### src/logic/dsm_pkg.sv
// Summary of operation
// - four modes: sleep, normal, fail-safe, fault; independent channels
// - sleep if no wake; fault if fault; fail-safe if fail-safe; else normal
// - rising wake-reset pin or direct input puts the device in normal mode
// - normal-mode flag reads one while normal mode is active
// - wake-up resets registers; functions become available 50 us later
// - normal mode: direct input, internal clock or external clock control
// - target = in&dir field, or on&phase&pwm enable, or on&~pwm enable
// - duty value is bits 7..0 of the pulse-width register
// - direct input mode tracks the input level
// - internal clock mode: per-channel divider and duty
// - external clock mode: modulation period follows the external clock
// - watchdog bit must toggle within 310 ms unless watchdog disabled
// - direct input idle past 250 ms drops its activity flag
// - both activity flags low and wake pin low gives sleep
// - wake pin low or fail-safe: channels follow direct inputs only
// - fail-safe term is watchdog timeout or enabled logic supply loss
// - watchdog disable bit 4 of global config blocks timeout fail-safe
// - fault is OR of channel faults, undervoltage, gated overvoltage
// - watchdog runs in normal mode with logic supply, disable bit 0, wake pin 1
// - wake pin rising edge with logic supply starts the watchdog
// - watchdog watches the top bit of every received serial word
// - fail-safe exit: word with toggle bit 1, second word within timeout
// - fail-safe entry: indicator low, registers reset and locked
package dsm_pkg;
    // time base and timing
    localparam int unsigned CLK_PERIOD_NS     = 10;
    localparam int unsigned TICK_PERIOD_US    = 1000;
    localparam int unsigned TICK_CYCLES       =
        TICK_PERIOD_US * 1000 / CLK_PERIOD_NS;
    localparam int unsigned WAKE_READY_US     = 50;
    localparam int unsigned WAKE_READY_CYCLES =
        (WAKE_READY_US * 1000 + CLK_PERIOD_NS - 1) / CLK_PERIOD_NS;
    localparam int unsigned WDTO_MS           = 310;
    localparam int unsigned WDTO_TICKS        =
        WDTO_MS * 1000 / TICK_PERIOD_US;
    localparam int unsigned IN_TIMEOUT_MS     = 250;
    localparam int unsigned IN_TIMEOUT_TICKS  =
        IN_TIMEOUT_MS * 1000 / TICK_PERIOD_US;

    // register byte offsets
    localparam logic [7:0] CH0_PW_OFS  = 8'h00;
    localparam logic [7:0] CH1_PW_OFS  = 8'h04;
    localparam logic [7:0] GCR_OFS     = 8'h08;
    localparam logic [7:0] SERIAL_OFS  = 8'h0C;
    localparam logic [7:0] STATUS_OFS  = 8'h10;

    // pulse_width_register fields
    localparam int unsigned PW_DUTY_LSB    = 0;
    localparam int unsigned PW_ON_BIT      = 8;
    localparam int unsigned PW_PWM_EN_BIT  = 9;
    localparam int unsigned PW_DIR_BIT     = 10;
    localparam int unsigned PW_CLK_INT_BIT = 11;
    localparam int unsigned PW_DIV_LSB     = 12;
    localparam logic [15:0] PW_RST         = 16'h0000;

    // global_config_register fields
    localparam int unsigned GCR_FAIL_EN_BIT = 0;
    localparam int unsigned GCR_OV_GATE_BIT = 1;
    localparam int unsigned GCR_WATCHDOG_DISABLE_BIT  = 4;
    localparam logic [7:0]  GCR_RST         = 8'h02;

    // serial word field
    localparam int unsigned SER_WD_TOGGLE_BIT = 15;

    // global_status_register fields
    localparam int unsigned ST_MODE_LSB   = 0;
    localparam int unsigned ST_NORMAL_BIT = 2;
    localparam int unsigned ST_HSON_LSB   = 3;
    localparam int unsigned ST_INON_LSB   = 5;
    localparam int unsigned ST_WDTO_BIT   = 7;
    localparam int unsigned ST_READY_BIT  = 8;
    localparam int unsigned ST_SW_LSB     = 9;

    typedef enum logic [1:0] {
        DSM_SLEEP,
        DSM_NORMAL,
        DSM_FAILSAFE,
        DSM_FAULT
    } dsm_mode_e;
endpackage

### src/logic/dsm_sync.sv
`timescale 1ns/1ps
module dsm_sync #(
    parameter int unsigned W = 1
) (
    // clock and reset
    input  wire logic         i_core_clk,
    input  wire logic         i_rst_n,
    // levels
    input  wire logic [W-1:0] i_async,
    output logic      [W-1:0] o_sync
);
    logic [W-1:0] meta_q;
    logic [W-1:0] sync_q;

    // first stage feeds only the second
    always_ff @(posedge i_core_clk or negedge i_rst_n) begin
        if (!i_rst_n) begin
            meta_q <= '0;
            sync_q <= '0;
        end else begin
            meta_q <= i_async;
            sync_q <= meta_q;
        end
    end

    assign o_sync = sync_q;
endmodule

### src/logic/dsm_mode_ctrl.sv
`timescale 1ns/1ps
module dsm_mode_ctrl #(
    parameter int unsigned TICK_CYC = dsm_pkg::TICK_CYCLES,
    parameter int unsigned READY_CYC = dsm_pkg::WAKE_READY_CYCLES,
    parameter int unsigned WDTO_TK  = dsm_pkg::WDTO_TICKS,
    parameter int unsigned INTO_TK  = dsm_pkg::IN_TIMEOUT_TICKS
) (
    // clock and reset
    input  wire logic        i_core_clk,
    input  wire logic        i_rst_n,
    // apb slave
    input  wire logic        i_psel,
    input  wire logic        i_penable,
    input  wire logic        i_pwrite,
    input  wire logic [7:0]  i_paddr,
    input  wire logic [31:0] i_pwdata,
    output logic      [31:0] o_prdata,
    output logic             o_pready,
    output logic             o_pslverr,
    // host-side pins
    input  wire logic        i_wake_reset_pin,
    input  wire logic [1:0]  i_dir_in,
    input  wire logic        i_ext_pwm_clk,
    // supply and protection monitors
    input  wire logic        i_logic_supply_ok,
    input  wire logic [1:0]  i_overcurrent_fault,
    input  wire logic [1:0]  i_overtemperature_fault,
    input  wire logic [1:0]  i_severe_short_fault,
    input  wire logic        i_undervoltage_fault,
    input  wire logic        i_overvoltage_fault,
    // outputs
    output logic [1:0]       o_switch_output,
    output logic             o_failsafe_indicator_pin_oe_n,
    output logic             o_normal_mode_flag,
    output logic [1:0]       o_mode
);
    localparam int unsigned TW = $clog2(TICK_CYC + 1);
    localparam int unsigned RW = $clog2(READY_CYC + 1);
    localparam int unsigned WW = $clog2(WDTO_TK + 1);
    localparam int unsigned IW = $clog2(INTO_TK + 1);

    typedef struct packed {
        logic [TW-1:0]       tick_cnt;
        logic [RW-1:0]       ready_cnt;
        logic                ready;
        logic [WW-1:0]       wd_cnt;
        logic                wd_last;
        logic                wd_to;
        logic                exit_armed;
        logic                vdd_seen;
        logic                vdd_fs;
        logic [1:0][IW-1:0]  in_cnt;
        logic [1:0]          in_on;
        logic                wake_prev;
        logic                ext_prev;
        logic [1:0][15:0]    pw;
        logic [7:0]          global_config_register;
        logic [1:0][11:0]    div_cnt;
        logic [1:0][7:0]     pwm_cnt;
        dsm_pkg::dsm_mode_e  mode;
        logic                nm;
        logic [1:0]          sw;
        logic                fs_oe_n;
        logic [31:0]         prdata;
        logic                pready;
        logic                pslverr;
    } dsm_state_s;

    dsm_state_s q;
    dsm_state_s d;

    logic [12:0] s;
    logic        wake_pin;
    logic [1:0]  dir_in;
    logic        ext_clk;
    logic        supply_ok;
    logic        fault_term;

    dsm_sync #(
        .W (13)
    ) u_sync (
        .i_core_clk (i_core_clk),
        .i_rst_n    (i_rst_n),
        .i_async    ({i_wake_reset_pin, i_dir_in, i_ext_pwm_clk,
                      i_logic_supply_ok, i_overcurrent_fault,
                      i_overtemperature_fault, i_severe_short_fault,
                      i_undervoltage_fault, i_overvoltage_fault}),
        .o_sync     (s)
    );

    assign wake_pin  = s[12];
    assign dir_in    = s[11:10];
    assign ext_clk   = s[9];
    assign supply_ok = s[8];
    assign fault_term = (|s[7:6]) | (|s[5:4]) | (|s[3:2]) | s[1]
                      | (s[0] & q.global_config_register[dsm_pkg::GCR_OV_GATE_BIT]);

    // target on state of one channel
    function automatic logic calc_hson(input logic [15:0] pw,
                                       input logic        din,
                                       input logic        phase,
                                       input logic        direct);
        logic on_bit;
        logic pwm_en;
        on_bit = pw[dsm_pkg::PW_ON_BIT];
        pwm_en = pw[dsm_pkg::PW_PWM_EN_BIT];
        if (direct) begin
            calc_hson = din;
        end else begin
            calc_hson = (din & pw[dsm_pkg::PW_DIR_BIT])
                      | (on_bit & phase & pwm_en)
                      | (on_bit & ~pwm_en);
        end
    endfunction

    // register address decode for reads and writes, unmapped answers with an error
    function automatic logic is_mapped(input logic [7:0] a);
        is_mapped = (a == dsm_pkg::CH0_PW_OFS) || (a == dsm_pkg::CH1_PW_OFS)
                 || (a == dsm_pkg::GCR_OFS) || (a == dsm_pkg::SERIAL_OFS)
                 || (a == dsm_pkg::STATUS_OFS);
    endfunction

    always_comb begin
        logic       tick;
        logic       wake;
        logic       wake_rise;
        logic       ext_rise;
        logic       acc;
        logic       ser_wr;
        logic       ser_bit;
        logic       cfg_wr;
        logic       fs_term;
        logic       direct;
        logic       step;
        logic       phase;
        logic       awake_op;
        logic [1:0] hson;
        tick      = 1'b0;
        wake      = 1'b0;
        wake_rise = 1'b0;
        ext_rise  = 1'b0;
        acc       = 1'b0;
        ser_wr    = 1'b0;
        ser_bit   = 1'b0;
        cfg_wr    = 1'b0;
        fs_term   = 1'b0;
        direct    = 1'b0;
        step      = 1'b0;
        phase     = 1'b0;
        awake_op  = 1'b0;
        hson      = 2'b00;
        d         = q;

        tick = (q.tick_cnt == TW'(TICK_CYC - 1));
        d.tick_cnt = tick ? '0 : TW'(q.tick_cnt + 1'b1);

        wake_rise   = wake_pin & ~q.wake_prev;
        ext_rise    = ext_clk & ~q.ext_prev;
        d.wake_prev = wake_pin;
        d.ext_prev  = ext_clk;

        for (int ch = 0; ch < 2; ch++) begin
            if (dir_in[ch]) begin
                d.in_on[ch]  = 1'b1;
                d.in_cnt[ch] = '0;
            end else if (tick && q.in_on[ch]) begin
                if (q.in_cnt[ch] == IW'(INTO_TK - 1)) begin
                    d.in_on[ch] = 1'b0;
                end else begin
                    d.in_cnt[ch] = IW'(q.in_cnt[ch] + 1'b1);
                end
            end
        end

        // sleep when all three are low
        wake = wake_pin | (|q.in_on);

        // apb: write takes effect at the answered access edge, read data is captured one edge earlier
        acc     = i_psel & i_penable & q.pready;
        ser_wr  = acc & i_pwrite & wake_pin
                & (i_paddr == dsm_pkg::SERIAL_OFS);
        ser_bit = i_pwdata[dsm_pkg::SER_WD_TOGGLE_BIT];
        cfg_wr  = acc & i_pwrite & wake_pin
                & (q.mode == dsm_pkg::DSM_NORMAL);

        // logic supply loss term, only once it was present
        if (supply_ok) begin
            d.vdd_seen = 1'b1;
        end

        // watch the top bit of every received word
        if (ser_wr) begin
            d.wd_last = ser_bit;
        end
        if (q.mode == dsm_pkg::DSM_FAILSAFE && ser_wr) begin
            if (q.exit_armed) begin
                d.exit_armed = 1'b0;
                d.wd_to      = 1'b0;
                d.vdd_fs     = 1'b0;
                d.wd_cnt     = '0;
            end else if (ser_bit) begin
                d.exit_armed = 1'b1;
                d.wd_cnt     = '0;
            end
        end else if (q.exit_armed && tick) begin
            if (q.wd_cnt == WW'(WDTO_TK - 1)) begin
                d.exit_armed = 1'b0;
            end else begin
                d.wd_cnt = WW'(q.wd_cnt + 1'b1);
            end
        // pin rising edge restarts the watchdog
        end else if (wake_rise && supply_ok) begin
            d.wd_cnt = '0;
        end else if (ser_wr && ser_bit != q.wd_last) begin
            d.wd_cnt = '0;
        // watchdog runs only under these conditions
        end else if (tick && supply_ok && wake_pin
                     && !q.global_config_register[dsm_pkg::GCR_WATCHDOG_DISABLE_BIT]
                     && q.mode == dsm_pkg::DSM_NORMAL && !q.wd_to) begin
            if (q.wd_cnt == WW'(WDTO_TK - 1)) begin
                d.wd_to = 1'b1;
            end else begin
                d.wd_cnt = WW'(q.wd_cnt + 1'b1);
            end
        end
        // loss event wins over a same-cycle exit
        if (q.global_config_register[dsm_pkg::GCR_FAIL_EN_BIT] && q.vdd_seen && !supply_ok) begin
            d.vdd_fs = 1'b1;
        end

        fs_term = (q.wd_to & ~q.global_config_register[dsm_pkg::GCR_WATCHDOG_DISABLE_BIT]) | q.vdd_fs;

        if (!wake) begin
            d.mode = dsm_pkg::DSM_SLEEP;
        end else if (fault_term) begin
            d.mode = dsm_pkg::DSM_FAULT;
        end else if (fs_term) begin
            d.mode = dsm_pkg::DSM_FAILSAFE;
        end else begin
            d.mode = dsm_pkg::DSM_NORMAL;
        end
        d.nm = (d.mode == dsm_pkg::DSM_NORMAL);

        // register writes
        if (cfg_wr && i_paddr == dsm_pkg::CH0_PW_OFS) begin
            d.pw[0] = i_pwdata[15:0];
        end
        if (cfg_wr && i_paddr == dsm_pkg::CH1_PW_OFS) begin
            d.pw[1] = i_pwdata[15:0];
        end
        if (cfg_wr && i_paddr == dsm_pkg::GCR_OFS) begin
            d.global_config_register = i_pwdata[7:0];
        end

        // wake from sleep resets registers and restarts the ready wait
        if (q.mode == dsm_pkg::DSM_SLEEP && d.mode != dsm_pkg::DSM_SLEEP) begin
            d.pw        = {2{dsm_pkg::PW_RST}};
            d.global_config_register       = dsm_pkg::GCR_RST;
            d.ready     = 1'b0;
            d.ready_cnt = '0;
        end else if (!q.ready) begin
            if (q.ready_cnt == RW'(READY_CYC - 1)) begin
                d.ready = 1'b1;
            end else begin
                d.ready_cnt = RW'(q.ready_cnt + 1'b1);
            end
        end
        if (d.mode == dsm_pkg::DSM_FAILSAFE
            && q.mode != dsm_pkg::DSM_FAILSAFE) begin
            d.pw  = {2{dsm_pkg::PW_RST}};
            d.global_config_register = dsm_pkg::GCR_RST;
        end
        // register contents held at defaults while the pin is low
        if (!wake_pin) begin
            d.pw  = {2{dsm_pkg::PW_RST}};
            d.global_config_register = dsm_pkg::GCR_RST;
        end

        // pin low or fail-safe means direct control
        direct   = ~wake_pin | (q.mode == dsm_pkg::DSM_FAILSAFE);
        awake_op = (q.mode == dsm_pkg::DSM_NORMAL)
                 | (q.mode == dsm_pkg::DSM_FAILSAFE);

        for (int ch = 0; ch < 2; ch++) begin
            // per-channel divider sets the step rate
            step = (q.div_cnt[ch] == '0);
            d.div_cnt[ch] = step ? {q.pw[ch][dsm_pkg::PW_DIV_LSB +: 4], 8'hFF}
                                 : 12'(q.div_cnt[ch] - 1'b1);
            if (q.pw[ch][dsm_pkg::PW_CLK_INT_BIT]) begin
                if (step) begin
                    d.pwm_cnt[ch] = 8'(q.pwm_cnt[ch] + 1'b1);
                end
            end else if (ext_rise) begin
                d.pwm_cnt[ch] = 8'h00;
            end else if (step && q.pwm_cnt[ch] != 8'hFF) begin
                d.pwm_cnt[ch] = 8'(q.pwm_cnt[ch] + 1'b1);
            end
            phase = q.pwm_cnt[ch] < q.pw[ch][dsm_pkg::PW_DUTY_LSB +: 8];
            // direct mode tracks the input level
            hson[ch] = calc_hson(q.pw[ch], dir_in[ch], phase, direct);
            d.sw[ch] = hson[ch] & awake_op & q.ready;
        end

        // indicator pulled low while fail-safe holds
        d.fs_oe_n = ~(fs_term & wake);

        // apb answer one cycle into the access phase
        d.pready  = i_psel & i_penable & ~q.pready;
        d.pslverr = 1'b0;
        d.prdata  = '0;
        if (i_psel && i_penable && !q.pready) begin
            d.pslverr = ~is_mapped(i_paddr);
            if (!i_pwrite) begin
                unique case (i_paddr)
                    dsm_pkg::CH0_PW_OFS: d.prdata = {16'h0000, q.pw[0]};
                    dsm_pkg::CH1_PW_OFS: d.prdata = {16'h0000, q.pw[1]};
                    dsm_pkg::GCR_OFS:    d.prdata = {24'h000000, q.global_config_register};
                    dsm_pkg::SERIAL_OFS:
                        d.prdata = {16'h0000, q.wd_last, 15'h0000};
                    dsm_pkg::STATUS_OFS:
                        d.prdata = {21'h000000, q.sw, q.ready, q.wd_to,
                                    q.in_on, hson,
                                    q.mode == dsm_pkg::DSM_NORMAL, q.mode};
                    default: d.prdata = '0;
                endcase
            end
        end
    end

    always_ff @(posedge i_core_clk or negedge i_rst_n) begin
        if (!i_rst_n) begin
            q         <= '0;
            q.mode    <= dsm_pkg::DSM_SLEEP;
            q.pw      <= {2{dsm_pkg::PW_RST}};
            q.global_config_register     <= dsm_pkg::GCR_RST;
            q.fs_oe_n <= 1'b1;
        end else begin
            q <= d;
        end
    end

    assign o_prdata                      = q.prdata;
    assign o_pready                      = q.pready;
    assign o_pslverr                     = q.pslverr;
    assign o_switch_output               = q.sw;
    assign o_failsafe_indicator_pin_oe_n = q.fs_oe_n;
    // flag from its own register, loaded with the next-mode compare
    assign o_normal_mode_flag = q.nm;
    assign o_mode             = q.mode;
endmodule

### config.mk
export PLATFORM = sky130hd
export DESIGN_NAME = dsm_mode_ctrl
export DESIGN_NICKNAME = d
export VERILOG_FILES = /design/src/logic/dsm_pkg.sv /design/src/logic/dsm_sync.sv /design/src/logic/dsm_mode_ctrl.sv
export SDC_FILE = /design/constraint.sdc
export NUM_CORES = 1
export LEC_CHECK = 0
export CAP_MARGIN = 20
export CORE_MARGIN = 1
export CORE_UTILIZATION = 45
export CTS_BUF_LIST = sky130_fd_sc_hd__clkbuf_8
export CTS_CLUSTER_SIZE = 20
export DETAILED_ROUTE_END_ITERATION = 10
export DONT_BUFFER_PORTS = 1
export PLACE_DENSITY = 0.68
export SLEW_MARGIN = 20
export SYNTH_ARGS = -nofsm -noshare
export SYNTH_HDL_FRONTEND = slang
export SYNTH_SLANG_ARGS = --single-unit
### constraint.sdc
create_clock -name i_core_clk -period 1.98 [get_ports i_core_clk]
set_input_delay 0.099 -clock i_core_clk [delete_from_list [all_inputs] [get_ports i_core_clk]]
set_output_delay 0.099 -clock i_core_clk [all_outputs]
set_load 0.005 [all_outputs]
==> impl_metrics.json <==
{
  "layout-drive-gt1-share": 0.177,
  "cp_data_required_time_ns": 2.38,
  "num_rows": 52,
  "worst_r2r_path_depth": 5,
  "hold_class": "primary input to asynchronous set/reset pin",
  "synth-warning-count": 0,
  "grt_overflow": 0,
  "worst-setup-path-type": "flip-flop to flip-flop",
  "wl_per_cell_um": 15.9,
  "worst_clock_skew_ns": 0.0184,
  "finalMaxSlewViolations": 0,
  "clockRootBuffer": "clkbuf_8",
  "synthDistinctLibCells": 61,
  "clk_pin_slew_worst_paths_ns": 0.11,
  "startpoint_type": "flip-flop",
  "netlist_area_mm2": 0.00937,
  "synth_seq_cells": 195,
  "die_area_mm2": 0.0214,
  "cp_max_fo": 4,
  "drc_errors": 0,
  "io_buffer_count": 0,
  "nets": 1132,
  "start_util": 0.462,
  "diodes": 0,
  "globalplace.congestion": 0.815,
  "hold_viol": 195,
  "cellLeakagePower_nw": 4.96,
  "grt_pass1_vias": 6910,
  "syn_to_final_growth_pct": 19.5,
  "slew_headroom": 0.593,
  "vias": 7092,
  "max_cap_violations": 0,
  "outcome": "finished with violations",
  "io_pins": 98,
  "r2r_end": "q[52]",
  "rsz0062_at_grt": "yes",
  "cts.sinks": 195,
  "synthFlopType": "dfrtp_1",
  "seq_area_frac_synth": 0.521,
  "worstSkewPairLatency_ns": 0.47,
  "postCtsHoldBufs": 39,
  "synthArstFlopShare": 1.00,
  "track_usage": 0.200,
  "setup_viol": 0,
  "viasPerCell": 5.35,
  "fin_crit_sh": 0.993,
  "clockBufferDepth": 2,
  "hold_slack_ns": -0.688,
  "grt_pass1_wl_um": 34100,
  "routed_wirelength_um": 21000,
  "dr.pass1.iters": 5,
  "grt_max_degree": 196,
  "irDropWorstVdd_mv": 0.543,
  "post-route-min-period_ns": 1.97,
  "violations": "negative hold slack",
  "rr_startpoint": "q[74]",
  "p_per_area_mw_per_mm2": 631,
  "fmax_mhz": 509,
  "antenna_found_initial": 0,
  "syn_area_per_cell_um2": 10.0,
  "cts_buffers": 17,
  "die_w_um": 146,
  "cp.arrival_ns": 2.37,
  "fin_util": 0.552,
  "synth_edf_count": 0,
  "die_h_um": 146,
  "end_kind": "flip-flop",
  "drt_iter0_markers": 449,
  "reg2reg_setup_slack_ns": 0.01,
  "cts_tree": "done",
  "core_mm2": 0.0203,
  "htreeDepth": 4,
  "worst_pin_slew_ns": 0.611,
  "dp.final_hpwl_um": 14000,
  "postRouteAntennaNets": 0,
  "synthCells": 936
}
[flip-flops by register name, indices dropped and copies added, names as in the netlist]
name                           count
o_mode                             2
o_normal_mode_flag                 1
u_sync.meta_q                     13
o_pslverr                          1
u_sync.o_sync                     13
o_failsafe_indicator_pin_oe_n      1
q                                145
o_pready                           1
o_prdata                          16
o_switch_output                    2
[final cells by class]
type / count / area, um2
Inverter: 45 / 169
Sequential cell: 195 / 4880
Fill cell: 1765 / 9100
Clock buffer: 19 / 262
Tap cell: 270 / 338
Timing Repair Buffer: 139 / 1190
Clock inverter: 12 / 96.3
Multi-Input combinational cell: 645 / 4260
[worst max path at each step]
stage	start	end	slack, ns	cells after the start
after floorplan	q[168]	q[152]	0.04	7
after global placement	o_mode[1]	o_prdata[3]	-0.07	8
after detailed placement	q[173]	q[149]	-0.10	7
after CTS	q[74]	q[52]	-0.009	5
after global routing	q[74]	q[55]	-0.09	6
final	q[74]	q[52]	0.01	5
[stage by stage]
stage          setup TNS [ns]  area [um2]  cells  worst slack (ns)  power, W
2_1_floorplan               0        9440    951            0.0358   0.00459
3_3_place_gp           -0.536       10000   1234           -0.0701   0.00464
3_5_place_dp            -1.19       10000   1234            -0.105   0.00466
4_1_cts               -0.0178       10800   1307          -0.00945   0.00713
5_1_grt                -0.817       11200   1325           -0.0869   0.00736
6_report                    0       11200   1325            0.0143   0.00707
[logic make-up after synthesis]
family | count (synthesis) | share of synthesized area
other | 1 | 0.000400
AND/OR/NAND/NOR | 378 | 0.203
XOR/XNOR | 63 | 0.0589
flip-flops | 195 | 0.521
buffers and inverters | 112 | 0.0605
AO/OA/AOI/OAI | 139 | 0.0965
adder cells (fa/ha/maj) | 31 | 0.0414
multiplexers | 17 | 0.0183
[critical path: stages (launching register included)]
cell     delay [ns]
dfrtp_1        0.40
or4_4          0.56
nor4_4         0.23
nand4_1        0.22
or3_1          0.35
a21oi_1        0.14
[layout by cell type, fill, tap and decap left out, types with 5 or more instances in the layout]
cell           synthesis  layout
and3_1                14      14
nand2_1              103     102
conb_1                 1      16
a21o_1                 8       8
nor2_1                95      95
dlygate4sd3_1          0      38
nand2b_1               5       5
o21ai_0               21      21
nor2b_1                7       6
inv_1                 45      43
nor4_4                 4       5
dfrtp_1              193     191
o22ai_1                8       8
nand3_1               58      57
nor3_1                21      15
or3_1                  9       7
ha_1                  31      26
nor4_1                 6       6
a21oi_1               59      59
buf_4                 36      94
nor3_2                 0       6
clkbuf_8               0      19
xor2_1                28      28
xnor2_1               35      34
a222oi_1               9       9
mux2i_1               16      16
nand4_1               24      24
[per-layer routing]
metal / GRT usage / part of all wire
met2: 0.327 / 0.49
met1: 0.263 / 0.45
met5: 0 / 0
met4: 0.0734 / 0.022
met3: 0.0403 / 0.047
[Yosys cell counts (4+ instances only)]
cell type / n / area, um2
a31oi_1: 4 / 25.0
o21ai_0: 21 / 105
and3_1: 14 / 87.6
o22ai_1: 8 / 50.1
a21o_1: 8 / 60.1
xor2_1: 28 / 245
nand4_1: 24 / 150
dfrtp_1: 193 / 4830
clkbuf_1: 21 / 78.8
nor4_4: 4 / 85.1
a211oi_1: 8 / 60.1
nor4b_1: 6 / 52.6
a21oi_1: 59 / 295
xnor2_1: 35 / 307
a22oi_1: 4 / 30.0
nor4_1: 6 / 37.5
inv_1: 45 / 169
buf_4: 36 / 270
or3_1: 9 / 56.3
ha_1: 31 / 388
nand3_1: 58 / 290
a222oi_1: 9 / 90.1
nand2_1: 103 / 387
nor2b_1: 7 / 43.8
buf_2: 8 / 40.0
nor3_1: 21 / 105
nand2b_1: 5 / 31.3
nor2_1: 95 / 357
and4_1: 5 / 43.8
mux2i_1: 16 / 160
[power by group]
part	switching (W)	internal (W)	total, W
clock	0.00145	0.000954	0.00241
combinational	0.000224	0.000208	0.000432
sequential	0.000127	0.00411	0.00423
total	0.00180	0.00527	0.00707
[what timing repair did]
action,4_1_cts,5_1_grt
resized for setup,8,40
gates cloned,0,1
pin swaps,3,23
buffers inserted,3,17
endpoints found under the setup margin,30,47
endpoints found under the hold margin,258,195
Note: power is estimated with default switching activity, not from simulation.
